--- config.mk ---
export PLATFORM = sky130hd
export DESIGN_NAME = pspc_top
export DESIGN_NICKNAME = d
export VERILOG_FILES = /design/src/pspc_pkg.sv /design/src/pspc_top.sv
export VERILOG_INCLUDE_DIRS = /design/src /design/src/src
export SDC_FILE = /design/constraint.sdc
export NUM_CORES = 1
export LEC_CHECK = 0
export ABC_CLOCK_PERIOD_IN_PS = 12700
export BUFFER_PORTS_ARGS = -buffer_cell sky130_fd_sc_hd__buf_2
export CAP_MARGIN = 20
export CORE_MARGIN = 3
export CORE_UTILIZATION = 55
export DETAILED_ROUTE_END_ITERATION = 10
export HOLD_SLACK_MARGIN = 0.05
export PLACE_DENSITY = 0.72
export SLEW_MARGIN = 10
export SYNTH_ARGS = -nofsm -noshare
export SYNTH_HDL_FRONTEND = slang
export SYNTH_SLANG_ARGS = --single-unit
export TNS_END_PERCENT = 5
--- constraint.sdc ---
create_clock -name mclk -period 12.7 [get_ports mclk]
set_clock_uncertainty 0.05 [all_clocks]
set_input_delay 0 -clock mclk [delete_from_list [all_inputs] [get_ports mclk]]
set_output_delay 0 -clock mclk [all_outputs]
set_load 0.02 [all_outputs]
--- src/pspc_defs.svh ---
// Functional notes
// RULE1: remote switch holds closed at least 25 ms and open at least 50 ms.
// RULE2: remote on/off input acts in local mode and every remote mode.
// RULE3: contact closing edge starts pump, opening edge stops it.
// RULE4: power button always toggles run, even with contacts closed; code toggles only on main screen with mode not held.
// RULE5: after a button stop, remote restart needs contacts open then close.
// RULE6: local/remote modes, local default, mode button toggles, led colour.
// RULE7: local mode strokes at user rate, 1 per hour to 120 per minute.
// RULE8: stopped local pump, hold up+down opens flow-unit menu; power exits.
// RULE9: remote mode, hold power+mode five seconds cycles pacing submode.
// RULE10: display shows divide, multiply or milliamp symbol per submode.
// RULE11: divide mode strokes once per divisor qualified pulses; up/down set it.
// RULE12: running divide mode displays approximate stroke rate.
// RULE13: pulse counts only if at least minimum width; up+down hold edits width.
// RULE14: width screen saves and returns after four seconds without a press.
// RULE15: multiply mode up/down set strokes per qualified pulse.
// RULE16: each pulse loads down-counter; one stroke per half second to zero.
// RULE17: analog mode up/down opens and adjusts zero-rate current point.
// RULE18: power or eight idle seconds moves to maximum-rate current point.
// RULE19: analog maximum rate is 120 per minute or 59 per hour by range.
// RULE20: analog rate interpolates linearly between points, clamped outside.
// RULE21: remote contact is synchronised and debounced before edge detection.
`ifndef PSPC_DEFS_SVH
`define PSPC_DEFS_SVH
`define PSPC_CLK_HZ 125000000
`define PSPC_MS_CYC (`PSPC_CLK_HZ / 1000)
`define PSPC_CONTACT_ON_MIN_MS 25
`define PSPC_CONTACT_OFF_MIN_MS 50
`define PSPC_DEBOUNCE_MS 10
`define PSPC_HOLD_SUB_MS 5000
`define PSPC_HOLD_UD_MS 2000
`define PSPC_IDLE_WIDTH_MS 4000
`define PSPC_IDLE_CAL_MS 8000
`define PSPC_HALF_SEC_MS 500
`define PSPC_FLASH_MS 100
`define PSPC_MINUTE_MS 60000
`define PSPC_HOUR_MS 32'h0036EE80
`define PSPC_RATE_MAX_HI 13'h1C20
`define PSPC_RATE_MAX_LO 13'h003B
`define PSPC_RATE_MIN 13'h0001
`define PSPC_PIN_CONTACT 0
`define PSPC_PIN_PULSE 1
`define PSPC_PIN_POWER 2
`define PSPC_PIN_MODE 3
`define PSPC_PIN_UP 4
`define PSPC_PIN_DOWN 5
`define PSPC_ADDR_CTRL 6'h00
`define PSPC_ADDR_RATE 6'h04
`define PSPC_ADDR_DIV 6'h08
`define PSPC_ADDR_MUL 6'h0C
`define PSPC_ADDR_WIDTH 6'h10
`define PSPC_ADDR_ZERO_PT 6'h14
`define PSPC_ADDR_MAX_PT 6'h18
`define PSPC_ADDR_STATUS 6'h1C
`define PSPC_RST_RATE 13'h0E10
`define PSPC_RST_DIV 8'h01
`define PSPC_RST_MUL 8'h01
`define PSPC_RST_WIDTH 8'h3C
`define PSPC_RST_ZERO_PT 8'h28
`define PSPC_RST_MAX_PT 8'hC8
`endif

--- src/pspc_pkg.sv ---
package pspc_pkg;
  typedef enum logic {MODE_LOCAL, MODE_REMOTE} pspc_mode_e;
  typedef enum logic [1:0] {SUB_DIVIDE, SUB_MULTIPLY, SUB_ANALOG} pspc_sub_e;
  typedef enum logic [2:0] {
    SCR_MAIN, SCR_FLOW, SCR_WIDTH, SCR_ZERO_PT, SCR_MAX_PT
  } pspc_scr_e;
  typedef enum logic [1:0] {
    SYM_NONE, SYM_DIVIDE, SYM_MULTIPLY, SYM_MILLIAMP
  } pspc_sym_e;
  typedef struct packed {
    logic read;
    logic write;
    logic [5:0] address;
    logic [31:0] writedata;
  } pspc_avs_req_s;
  typedef struct packed {
    logic power;
    logic mode;
    logic up;
    logic down;
  } pspc_btn_s;
  typedef struct packed {
    pspc_sym_e symbol;
    pspc_scr_e screen;
    logic [1:0] flowUnit;
    logic [15:0] value;
  } pspc_disp_s;
  typedef struct packed {
    logic [5:0] s1;
    logic [5:0] s2;
    logic [5:0] prev;
    logic [16:0] msCnt;
    logic msTick;
    logic contactDb;
    logic [5:0] dbCnt;
    logic run;
    pspc_mode_e mode;
    pspc_sub_e sub;
    pspc_scr_e scr;
    logic [1:0] flowUnit;
    logic speedHigh;
    logic [12:0] localRate;
    logic [7:0] divisor;
    logic [7:0] multiplier;
    logic [7:0] pulseWidth;
    logic [7:0] zeroPt;
    logic [7:0] maxPt;
    logic [12:0] holdMs;
    logic [12:0] idleMs;
    logic [7:0] pulseMs;
    logic [7:0] divCnt;
    logic [7:0] downCnt;
    logic [8:0] halfMs;
    logic [31:0] acc;
    logic [15:0] winMs;
    logic [7:0] winStrokes;
    logic [7:0] spm;
    logic [6:0] flashMs;
    logic stroke;
    logic busAck;
    logic [31:0] rdata;
    pspc_disp_s disp;
  } pspc_state_s;
endpackage

--- src/pspc_top.sv ---
`timescale 1ns/100ps
`default_nettype none
`include "pspc_defs.svh"
module pspc_top #(
  parameter int unsigned MS_CYCLES = `PSPC_MS_CYC
) (
  input wire logic mclk,
  input wire logic resetn,
  input wire pspc_pkg::pspc_avs_req_s avsReq,
  output logic [31:0] avsReadData,
  output logic avsWaitrequest,
  input wire logic remoteContact,
  input wire logic pulseIn,
  input wire pspc_pkg::pspc_btn_s buttons,
  input wire logic [7:0] analogIn,
  output logic strokeOut,
  output logic pumpRunning,
  output logic ledGreen,
  output logic ledYellow,
  output pspc_pkg::pspc_disp_s display
);
  import pspc_pkg::*;

  ////////////////////////////////////////////////////////////////////////////
  // state and helpers
  pspc_state_s st_reg;
  pspc_state_s st_next;
  logic [5:0] pins;
  logic [5:0] press;
  logic [16:0] msLast;
  logic tick;
  logic closed;
  logic dbDone;
  logic holdUd;
  logic holdPm;
  logic up;
  logic dn;
  logic idleAny;
  logic qual;
  logic [7:0] span;
  logic [12:0] maxRate;
  logic [20:0] anaNum;
  logic [31:0] add;
  logic [31:0] thr;
  logic [32:0] sum;

  function automatic logic [12:0] stepVal(input logic [12:0] v,
      input logic [12:0] lo, input logic [12:0] hi,
      input logic inc, input logic dec);
    if (inc && v < hi) begin
      stepVal = v + 13'h0001;
    end else if (dec && v > lo) begin
      stepVal = v - 13'h0001;
    end else begin
      stepVal = v;
    end
  endfunction

  function automatic logic hitMs(input logic t, input logic [15:0] cnt,
      input int unsigned lim);
    hitMs = t && (cnt == 16'(lim - 1));
  endfunction

  assign pins = {buttons.down, buttons.up, buttons.mode, buttons.power,
                 pulseIn, remoteContact};
  assign msLast = 17'(MS_CYCLES - 1);

  ////////////////////////////////////////////////////////////////////////////
  // next state
  always_comb begin
    st_next = st_reg;
    st_next.stroke = 1'b0;
    st_next.s1 = pins;
    st_next.s2 = st_reg.s1;
    st_next.prev = st_reg.s2;
    press = st_reg.s2 & ~st_reg.prev;
    tick = st_reg.msTick;
    st_next.msTick = (st_reg.msCnt == msLast);
    st_next.msCnt = st_next.msTick ? 17'h00000 : st_reg.msCnt + 17'h00001;

    // contact debounce and edges
    closed = st_reg.s2[`PSPC_PIN_CONTACT];
    dbDone = tick && closed != st_reg.contactDb
             && st_reg.dbCnt == 6'(`PSPC_DEBOUNCE_MS - 1);
    if (closed == st_reg.contactDb) begin
      st_next.dbCnt = 6'h00; // RULE21
    end else if (tick) begin
      st_next.dbCnt = st_reg.dbCnt + 6'h01;
    end
    if (dbDone) begin
      st_next.contactDb = closed;
      st_next.dbCnt = 6'h00;
      st_next.run = closed; // RULE2 RULE3 RULE5
    end

    // button timing
    holdUd = st_reg.s2[`PSPC_PIN_UP] && st_reg.s2[`PSPC_PIN_DOWN];
    holdPm = st_reg.s2[`PSPC_PIN_POWER] && st_reg.s2[`PSPC_PIN_MODE];
    up = press[`PSPC_PIN_UP] && !st_reg.s2[`PSPC_PIN_DOWN];
    dn = press[`PSPC_PIN_DOWN] && !st_reg.s2[`PSPC_PIN_UP];
    idleAny = |press[5:2];
    if (!(holdUd || holdPm)) begin
      st_next.holdMs = 13'h0000;
    end else if (tick && st_reg.holdMs != 13'h1FFF) begin
      st_next.holdMs = st_reg.holdMs + 13'h0001;
    end
    if (idleAny) begin
      st_next.idleMs = 13'h0000;
    end else if (tick && st_reg.idleMs != 13'h1FFF) begin
      st_next.idleMs = st_reg.idleMs + 13'h0001;
    end

    // screens and buttons
    unique case (st_reg.scr)
      SCR_MAIN: begin
        if (press[`PSPC_PIN_POWER] && !st_reg.s2[`PSPC_PIN_MODE]) begin
          st_next.run = !st_next.run; // RULE4
        end
        if (press[`PSPC_PIN_MODE] && !st_reg.s2[`PSPC_PIN_POWER]) begin
          st_next.mode = (st_reg.mode == MODE_LOCAL) ? MODE_REMOTE
                                                      : MODE_LOCAL; // RULE6
        end
        if (holdPm && st_reg.mode == MODE_REMOTE
            && hitMs(tick, {3'h0, st_reg.holdMs}, `PSPC_HOLD_SUB_MS)) begin
          unique case (st_reg.sub) // RULE9
            SUB_DIVIDE: st_next.sub = SUB_MULTIPLY;
            SUB_MULTIPLY: st_next.sub = SUB_ANALOG;
            SUB_ANALOG: st_next.sub = SUB_DIVIDE;
            default: st_next.sub = SUB_DIVIDE;
          endcase
        end
        if (holdUd && hitMs(tick, {3'h0, st_reg.holdMs},
                            `PSPC_HOLD_UD_MS)) begin
          if (st_reg.mode == MODE_LOCAL && !st_reg.run) begin
            st_next.scr = SCR_FLOW; // RULE8
          end else if (st_reg.mode == MODE_REMOTE
                       && st_reg.sub != SUB_ANALOG) begin
            st_next.scr = SCR_WIDTH; // RULE13
          end
        end
        if (st_reg.mode == MODE_LOCAL) begin
          st_next.localRate = stepVal(st_reg.localRate, `PSPC_RATE_MIN,
                                      `PSPC_RATE_MAX_HI, up, dn); // RULE7
        end else if (st_reg.sub == SUB_DIVIDE) begin
          st_next.divisor = 8'(stepVal({5'h00, st_reg.divisor}, 13'h0001,
                                       13'h00FF, up, dn)); // RULE11
        end else if (st_reg.sub == SUB_MULTIPLY) begin
          st_next.multiplier = 8'(stepVal({5'h00, st_reg.multiplier},
                                          13'h0001, 13'h00FF, up, dn));
        end else if (up || dn) begin
          st_next.scr = SCR_ZERO_PT; // RULE17
        end
      end
      SCR_FLOW: begin
        if (up) begin
          st_next.flowUnit = st_reg.flowUnit + 2'h1; // RULE8
        end else if (dn) begin
          st_next.flowUnit = st_reg.flowUnit - 2'h1;
        end
        if (press[`PSPC_PIN_POWER]) begin
          st_next.scr = SCR_MAIN;
        end
      end
      SCR_WIDTH: begin
        if (!holdUd) begin
          st_next.pulseWidth = 8'(stepVal({5'h00, st_reg.pulseWidth},
                                          13'h0001, 13'h00FF, up, dn));
        end
        if (hitMs(tick, {3'h0, st_reg.idleMs}, `PSPC_IDLE_WIDTH_MS)
            && !idleAny) begin
          st_next.scr = SCR_MAIN; // RULE14
        end
      end
      SCR_ZERO_PT: begin
        st_next.zeroPt = 8'(stepVal({5'h00, st_reg.zeroPt}, 13'h0000,
                                    13'h00FF, up, dn)); // RULE17
        if (press[`PSPC_PIN_POWER] || (!idleAny && hitMs(tick,
            {3'h0, st_reg.idleMs}, `PSPC_IDLE_CAL_MS))) begin
          st_next.scr = SCR_MAX_PT; // RULE18
          st_next.idleMs = 13'h0000;
        end
      end
      SCR_MAX_PT: begin
        st_next.maxPt = 8'(stepVal({5'h00, st_reg.maxPt}, 13'h0000,
                                   13'h00FF, up, dn));
        if (press[`PSPC_PIN_POWER] || (!idleAny && hitMs(tick,
            {3'h0, st_reg.idleMs}, `PSPC_IDLE_CAL_MS))) begin
          st_next.scr = SCR_MAIN;
        end
      end
      default: st_next.scr = SCR_MAIN;
    endcase

    // pulse qualification
    if (!st_reg.s2[`PSPC_PIN_PULSE]) begin
      st_next.pulseMs = 8'h00;
    end else if (tick && st_reg.pulseMs != st_reg.pulseWidth) begin
      st_next.pulseMs = st_reg.pulseMs + 8'h01;
    end
    qual = tick && st_reg.s2[`PSPC_PIN_PULSE]
           && st_reg.pulseMs == st_reg.pulseWidth - 8'h01; // RULE13

    // rate accumulator for local and analog pacing
    span = (st_reg.maxPt > st_reg.zeroPt) ? st_reg.maxPt - st_reg.zeroPt
                                          : 8'h00;
    maxRate = st_reg.speedHigh ? `PSPC_RATE_MAX_HI
                               : `PSPC_RATE_MAX_LO; // RULE19
    if (analogIn <= st_reg.zeroPt || span == 8'h00) begin
      anaNum = 21'h000000; // RULE20
    end else if (analogIn >= st_reg.maxPt) begin
      anaNum = 21'(span) * 21'(maxRate);
    end else begin
      anaNum = 21'(analogIn - st_reg.zeroPt) * 21'(maxRate);
    end
    if (st_reg.mode == MODE_LOCAL) begin
      add = {19'h00000, st_reg.localRate};
      thr = `PSPC_HOUR_MS;
    end else begin
      add = {11'h000, anaNum};
      thr = 32'(`PSPC_HOUR_MS * span);
    end
    sum = {1'b0, st_reg.acc} + {1'b0, add};
    if (!st_reg.run) begin
      st_next.acc = 32'h00000000;
      st_next.divCnt = 8'h00;
      st_next.downCnt = 8'h00;
    end else if (st_reg.mode == MODE_LOCAL || st_reg.sub == SUB_ANALOG) begin
      if (tick && thr != 32'h00000000) begin
        if (sum >= {1'b0, thr}) begin
          st_next.acc = 32'(sum - {1'b0, thr});
          st_next.stroke = 1'b1; // RULE7 RULE20
        end else begin
          st_next.acc = sum[31:0];
        end
      end
    end else if (st_reg.sub == SUB_DIVIDE) begin
      if (qual) begin
        if (st_reg.divCnt + 8'h01 >= st_reg.divisor) begin
          st_next.divCnt = 8'h00;
          st_next.stroke = 1'b1; // RULE11
        end else begin
          st_next.divCnt = st_reg.divCnt + 8'h01;
        end
      end
    end else if (qual) begin
      st_next.downCnt = st_reg.multiplier; // RULE15 RULE16
      st_next.halfMs = 9'h000;
    end else if (tick && st_reg.downCnt != 8'h00) begin
      if (st_reg.halfMs == 9'(`PSPC_HALF_SEC_MS - 1)) begin
        st_next.halfMs = 9'h000;
        st_next.downCnt = st_reg.downCnt - 8'h01;
        st_next.stroke = 1'b1; // RULE16
      end else begin
        st_next.halfMs = st_reg.halfMs + 9'h001;
      end
    end

    // strokes per minute window and indicator flash
    if (tick) begin
      if (st_reg.winMs == 16'(`PSPC_MINUTE_MS - 1)) begin
        st_next.winMs = 16'h0000;
        st_next.spm = st_reg.winStrokes; // RULE12
        st_next.winStrokes = 8'h00;
      end else begin
        st_next.winMs = st_reg.winMs + 16'h0001;
      end
    end
    if (st_next.stroke) begin
      st_next.winStrokes = st_next.winStrokes + 8'h01;
      st_next.flashMs = 7'(`PSPC_FLASH_MS);
    end else if (tick && st_reg.flashMs != 7'h00) begin
      st_next.flashMs = st_reg.flashMs - 7'h01;
    end

    // register bus
    st_next.busAck = (avsReq.read || avsReq.write) && !st_reg.busAck;
    if (st_next.busAck) begin
      unique case (avsReq.address)
        `PSPC_ADDR_CTRL: st_next.rdata = {31'h0, st_reg.speedHigh};
        `PSPC_ADDR_RATE: st_next.rdata = {19'h0, st_reg.localRate};
        `PSPC_ADDR_DIV: st_next.rdata = {24'h0, st_reg.divisor};
        `PSPC_ADDR_MUL: st_next.rdata = {24'h0, st_reg.multiplier};
        `PSPC_ADDR_WIDTH: st_next.rdata = {24'h0, st_reg.pulseWidth};
        `PSPC_ADDR_ZERO_PT: st_next.rdata = {24'h0, st_reg.zeroPt};
        `PSPC_ADDR_MAX_PT: st_next.rdata = {24'h0, st_reg.maxPt};
        `PSPC_ADDR_STATUS: st_next.rdata = {st_reg.disp.value[14:0],
            st_reg.downCnt, st_reg.flowUnit, st_reg.scr, st_reg.sub,
            st_reg.mode, st_reg.run};
        default: st_next.rdata = 32'h00000000;
      endcase
    end
    if (st_reg.busAck && avsReq.write) begin
      unique case (avsReq.address)
        `PSPC_ADDR_CTRL: st_next.speedHigh = avsReq.writedata[0];
        `PSPC_ADDR_RATE: st_next.localRate =
            (avsReq.writedata > {19'h0, `PSPC_RATE_MAX_HI})
            ? `PSPC_RATE_MAX_HI : (avsReq.writedata == 32'h0)
            ? `PSPC_RATE_MIN : avsReq.writedata[12:0]; // RULE7
        `PSPC_ADDR_DIV: st_next.divisor = avsReq.writedata[7:0];
        `PSPC_ADDR_MUL: st_next.multiplier = avsReq.writedata[7:0];
        `PSPC_ADDR_WIDTH: st_next.pulseWidth = avsReq.writedata[7:0];
        `PSPC_ADDR_ZERO_PT: st_next.zeroPt = avsReq.writedata[7:0];
        `PSPC_ADDR_MAX_PT: st_next.maxPt = avsReq.writedata[7:0];
        default: st_next.speedHigh = st_next.speedHigh;
      endcase
    end

    // display
    st_next.disp.screen = st_next.scr;
    st_next.disp.flowUnit = st_next.flowUnit;
    if (st_next.mode == MODE_LOCAL) begin
      st_next.disp.symbol = SYM_NONE;
    end else if (st_next.sub == SUB_DIVIDE) begin
      st_next.disp.symbol = SYM_DIVIDE; // RULE10
    end else if (st_next.sub == SUB_MULTIPLY) begin
      st_next.disp.symbol = SYM_MULTIPLY;
    end else begin
      st_next.disp.symbol = SYM_MILLIAMP;
    end
    unique case (st_next.scr)
      SCR_FLOW: st_next.disp.value = {14'h0, st_next.flowUnit};
      SCR_WIDTH: st_next.disp.value = {8'h0, st_next.pulseWidth};
      SCR_ZERO_PT: st_next.disp.value = {8'h0, st_next.zeroPt};
      SCR_MAX_PT: st_next.disp.value = {8'h0, st_next.maxPt};
      default: begin
        if (st_next.mode == MODE_LOCAL) begin
          st_next.disp.value = {3'h0, st_next.localRate};
        end else if (st_next.sub == SUB_DIVIDE) begin
          st_next.disp.value = st_next.run ? {8'h0, st_next.spm}
                                           : {8'h0, st_next.divisor};
        end else if (st_next.sub == SUB_MULTIPLY) begin
          st_next.disp.value = st_next.run ? {8'h0, st_next.downCnt}
                                           : {8'h0, st_next.multiplier};
        end else begin
          st_next.disp.value = {8'h0, analogIn};
        end
      end
    endcase
  end

  ////////////////////////////////////////////////////////////////////////////
  // state register
  always_ff @(posedge mclk) begin
    if (!resetn) begin
      st_reg <= '0;
      st_reg.mode <= MODE_LOCAL;
      st_reg.sub <= SUB_DIVIDE;
      st_reg.scr <= SCR_MAIN;
      st_reg.speedHigh <= 1'b1;
      st_reg.localRate <= `PSPC_RST_RATE;
      st_reg.divisor <= `PSPC_RST_DIV;
      st_reg.multiplier <= `PSPC_RST_MUL;
      st_reg.pulseWidth <= `PSPC_RST_WIDTH;
      st_reg.zeroPt <= `PSPC_RST_ZERO_PT;
      st_reg.maxPt <= `PSPC_RST_MAX_PT;
    end else begin
      st_reg <= st_next;
    end
  end

  ////////////////////////////////////////////////////////////////////////////
  // outputs
  assign avsReadData = st_reg.rdata;
  assign avsWaitrequest = (avsReq.read || avsReq.write) && !st_reg.busAck;
  assign strokeOut = st_reg.stroke;
  assign pumpRunning = st_reg.run;
  assign ledGreen = st_reg.flashMs != 7'h00 && st_reg.mode == MODE_LOCAL;
  assign ledYellow = st_reg.flashMs != 7'h00 && st_reg.mode == MODE_REMOTE;
  assign display = st_reg.disp;
endmodule
`default_nettype wire

==> results.yml <==
outcome:
  status: "finished clean"
placement:
  post-dp-hpwl_um: 59600
  post-place-ws_ps: 291
  gp_congestion: 1.00
  portBuffers: 110
  placed_area_um2: 26900
power:
  power_mw: 2.63
  p_leak_nw: 12.7
  p_per_area_nw_per_um2: 92.3
  vdd_ir_drop_max_v: 0.000117
timing:
  period_needed_ps: 11940
  setup_ws_ps: 760
  fin_crit_sh: 0.940
  setup_viol: 0
  finalMaxSlewViolations: 0
  hold_viol_final: 0
  slew_headroom: 0.235
  setup_tns_ps: 0
  rsz0062_at_grt: "no"
  worst_pin_slew_ps: 1120
  max_freq_mhz: 83.8
logic_synthesis:
  synth.avg_cell_area_um2: 7.98
  yosysTopAreaCellShare: 0.214
  synth_area_um2: 26300
  synthTopCellsByCount: "350 x nor2_1, 296 x ha_1, 281 x dfxtp_1"
  synthTopCellsByArea: "dfxtp_1 21%, ha_1 14%, fa_1 8.2%, xnor2_1 5.0%, nor2_1 5.0%"
  ys_types: 92
  yosys.area_share.simple: 0.211
  muxShareOfSynthArea: 0.0277
  synthAdderAreaFrac: 0.223
  ys.flop_type: "dfxtp_1"
  ys_warn_count: 0
  yosysSeqAreaShare: 0.214
  synth-xor-area-share: 0.0829
  synth_compound_area_frac: 0.165
  yosys.area.top_type: "dfxtp_1"
  synth_edf_count: 0
  async_reset_ff_frac: 0
  yosysMostFrequentCell: "nor2_1"
  ys_seq_elements: 281
  synthCells: 3295
  synth_top_family_by_area: "adder cells"
clocking:
  root_buffer: "clkbuf_16"
  clock_latency_ps: 630
  clock-sinks: 281
  cts_tree: "done"
  cts.clk_slew.worst_paths_ps: 70
  numCtsBuffers: 30
  clockBufferDepth: 3
  htree_levels: 1
floorplan:
  initial_core_util: 0.561
  io_pins: 116
  rows: 79
  dieArea_um2: 50400
  core_um2: 46900
  die_h_um: 225
  die_w_um: 225
detailed_routing:
  viasPerCell: 6.00
  vias: 23800
  avgRoutedWirePerCell_um: 19.2
  drt_wl_total_um: 76200
  drc: 0
  detail_route.first_pass.iterations: 6
  drt-initial-drc-count: 2195
  postRouteAntennaNets: 0
worst_setup_path:
  critPathArrivalTime_ps: 12420
  cp.required_ps: 13180
  cp_slowest_cell: "fa_1"
  crit_top_cell: "inv_1"
  cpPeakStageDelay_ps: 530
  start_kind: "register"
  worstSetupPathType: "register to register"
  crit_fanout: 16
  worstSetupEndpointType: "register"
global_routing:
  grt_pass1_wl_um: 120000
  overflow: 0
  grt_pass1_vias: 22800
  grt_max_degree: 72
  grtUsageTotal: 0.294
  antenna_found_initial: 1
job:
  cap_viol_max_count: 0
finish:
  fin_area_um2: 28500
  nets: 3791
  fillers: 4206
  drive_gt1_frac: 0.0769
  largest_register_ffs: 216
  area_delta_synth_final_pct: 8.59
min_path:
  hp-class: "input port to register"
[logic make-up (layout without fill, tap and decap cells)]
kind of cell | after synthesis | count (layout)
and+or+nand+nor | 1144 | 1145
AOI/OAI and AO/OA | 683 | 683
buffers and inverters | 463 | 518
adders and majority gates | 404 | 404
DFF | 281 | 281
xor gates and xnor gates | 248 | 248
muxes | 70 | 70
other | 2 | 7
[worst max-delay path: cells and delay by family, from the launching register on]
family | cells | cell delay [ps]
xor+xnor | 2 | 360
mux | 1 | 250
compound gates | 15 | 3020
fa+ha+maj | 9 | 3710
simple gates | 14 | 3580
buf+inv | 7 | 500
flops | 1 | 410
[metrics by stage]
stage,hold slack (ps),cells,util
finish,66.8,3963,0.609
global route,100,3962,0.609
CTS,52.7,3954,0.606
detailed placement,158,3857,0.574
global placement,158,3857,0.574
floorplan,77.3,3299,-
[worst paths after layout]
check	start	endpoint	slack [ps]	cells after the start
setup / recovery	st_reg[195]	st_reg[77]	760	48
hold / removal	avsReq[13]	st_reg[237]	70	5
hold reg to reg	st_next[281]	closed	390	1
setup reg to reg	st_reg[195]	st_reg[77]	760	48
[power by group]
part	total, mW	switching [mW]	internal (mW)
Sequential	0.908	0.0126	0.895
Clock	0.987	0.392	0.594
Combinational	0.740	0.442	0.298
[per-layer routing]
| layer | GRT usage | share of wire | up-vias |
|---|---|---|---|
| met3 | 0.0626 | 0.089 | 172 |
| met1 | 0.397 | 0.43 | 11300 |
| met2 | 0.471 | 0.45 | 934 |
| met4 | 0.0992 | 0.037 | 0 |
| met5 | 0 | 0 | - |
| li1 | - | - | 11400 |
[placed cells by master (no fill, tap or decap), types with 35 or more instances in the layout]
cell type	count
xor2_1	96
dlygate4sd3_1	41
ha_1	296
nand4_1	46
nand2_1	259
o21ai_0	135
and2_1	75
a21oi_1	222
fa_1	108
nor2_1	349
a21o_1	51
nor3_1	72
inv_1	274
dfxtp_1	279
nand3_1	109
mux2i_1	57
nand2b_1	35
and3_1	41
buf_2	112
xnor2_1	151
[layout make-up]
cell class	count	area (µm²)	area share
diodes	1	2.50	0.0000877
clock buffers	43	860	0.0301
clock inverters	13	249	0.00872
inverters	278	1040	0.0366
multi-input cells	2556	18800	0.658
flip-flops and latches	281	5630	0.197
well taps	607	759	0.0266
repair buffers	184	1210	0.0424
[timing repair]
action / in CTS / in global routing
buffers inserted: 0 / 4
hold endpoints to repair: 113 / 0
endpoints found under the setup margin: 0 / 39
resized for setup: 0 / 20
hold buffers: 41 / 0
(Power assumes the default switching activity.)
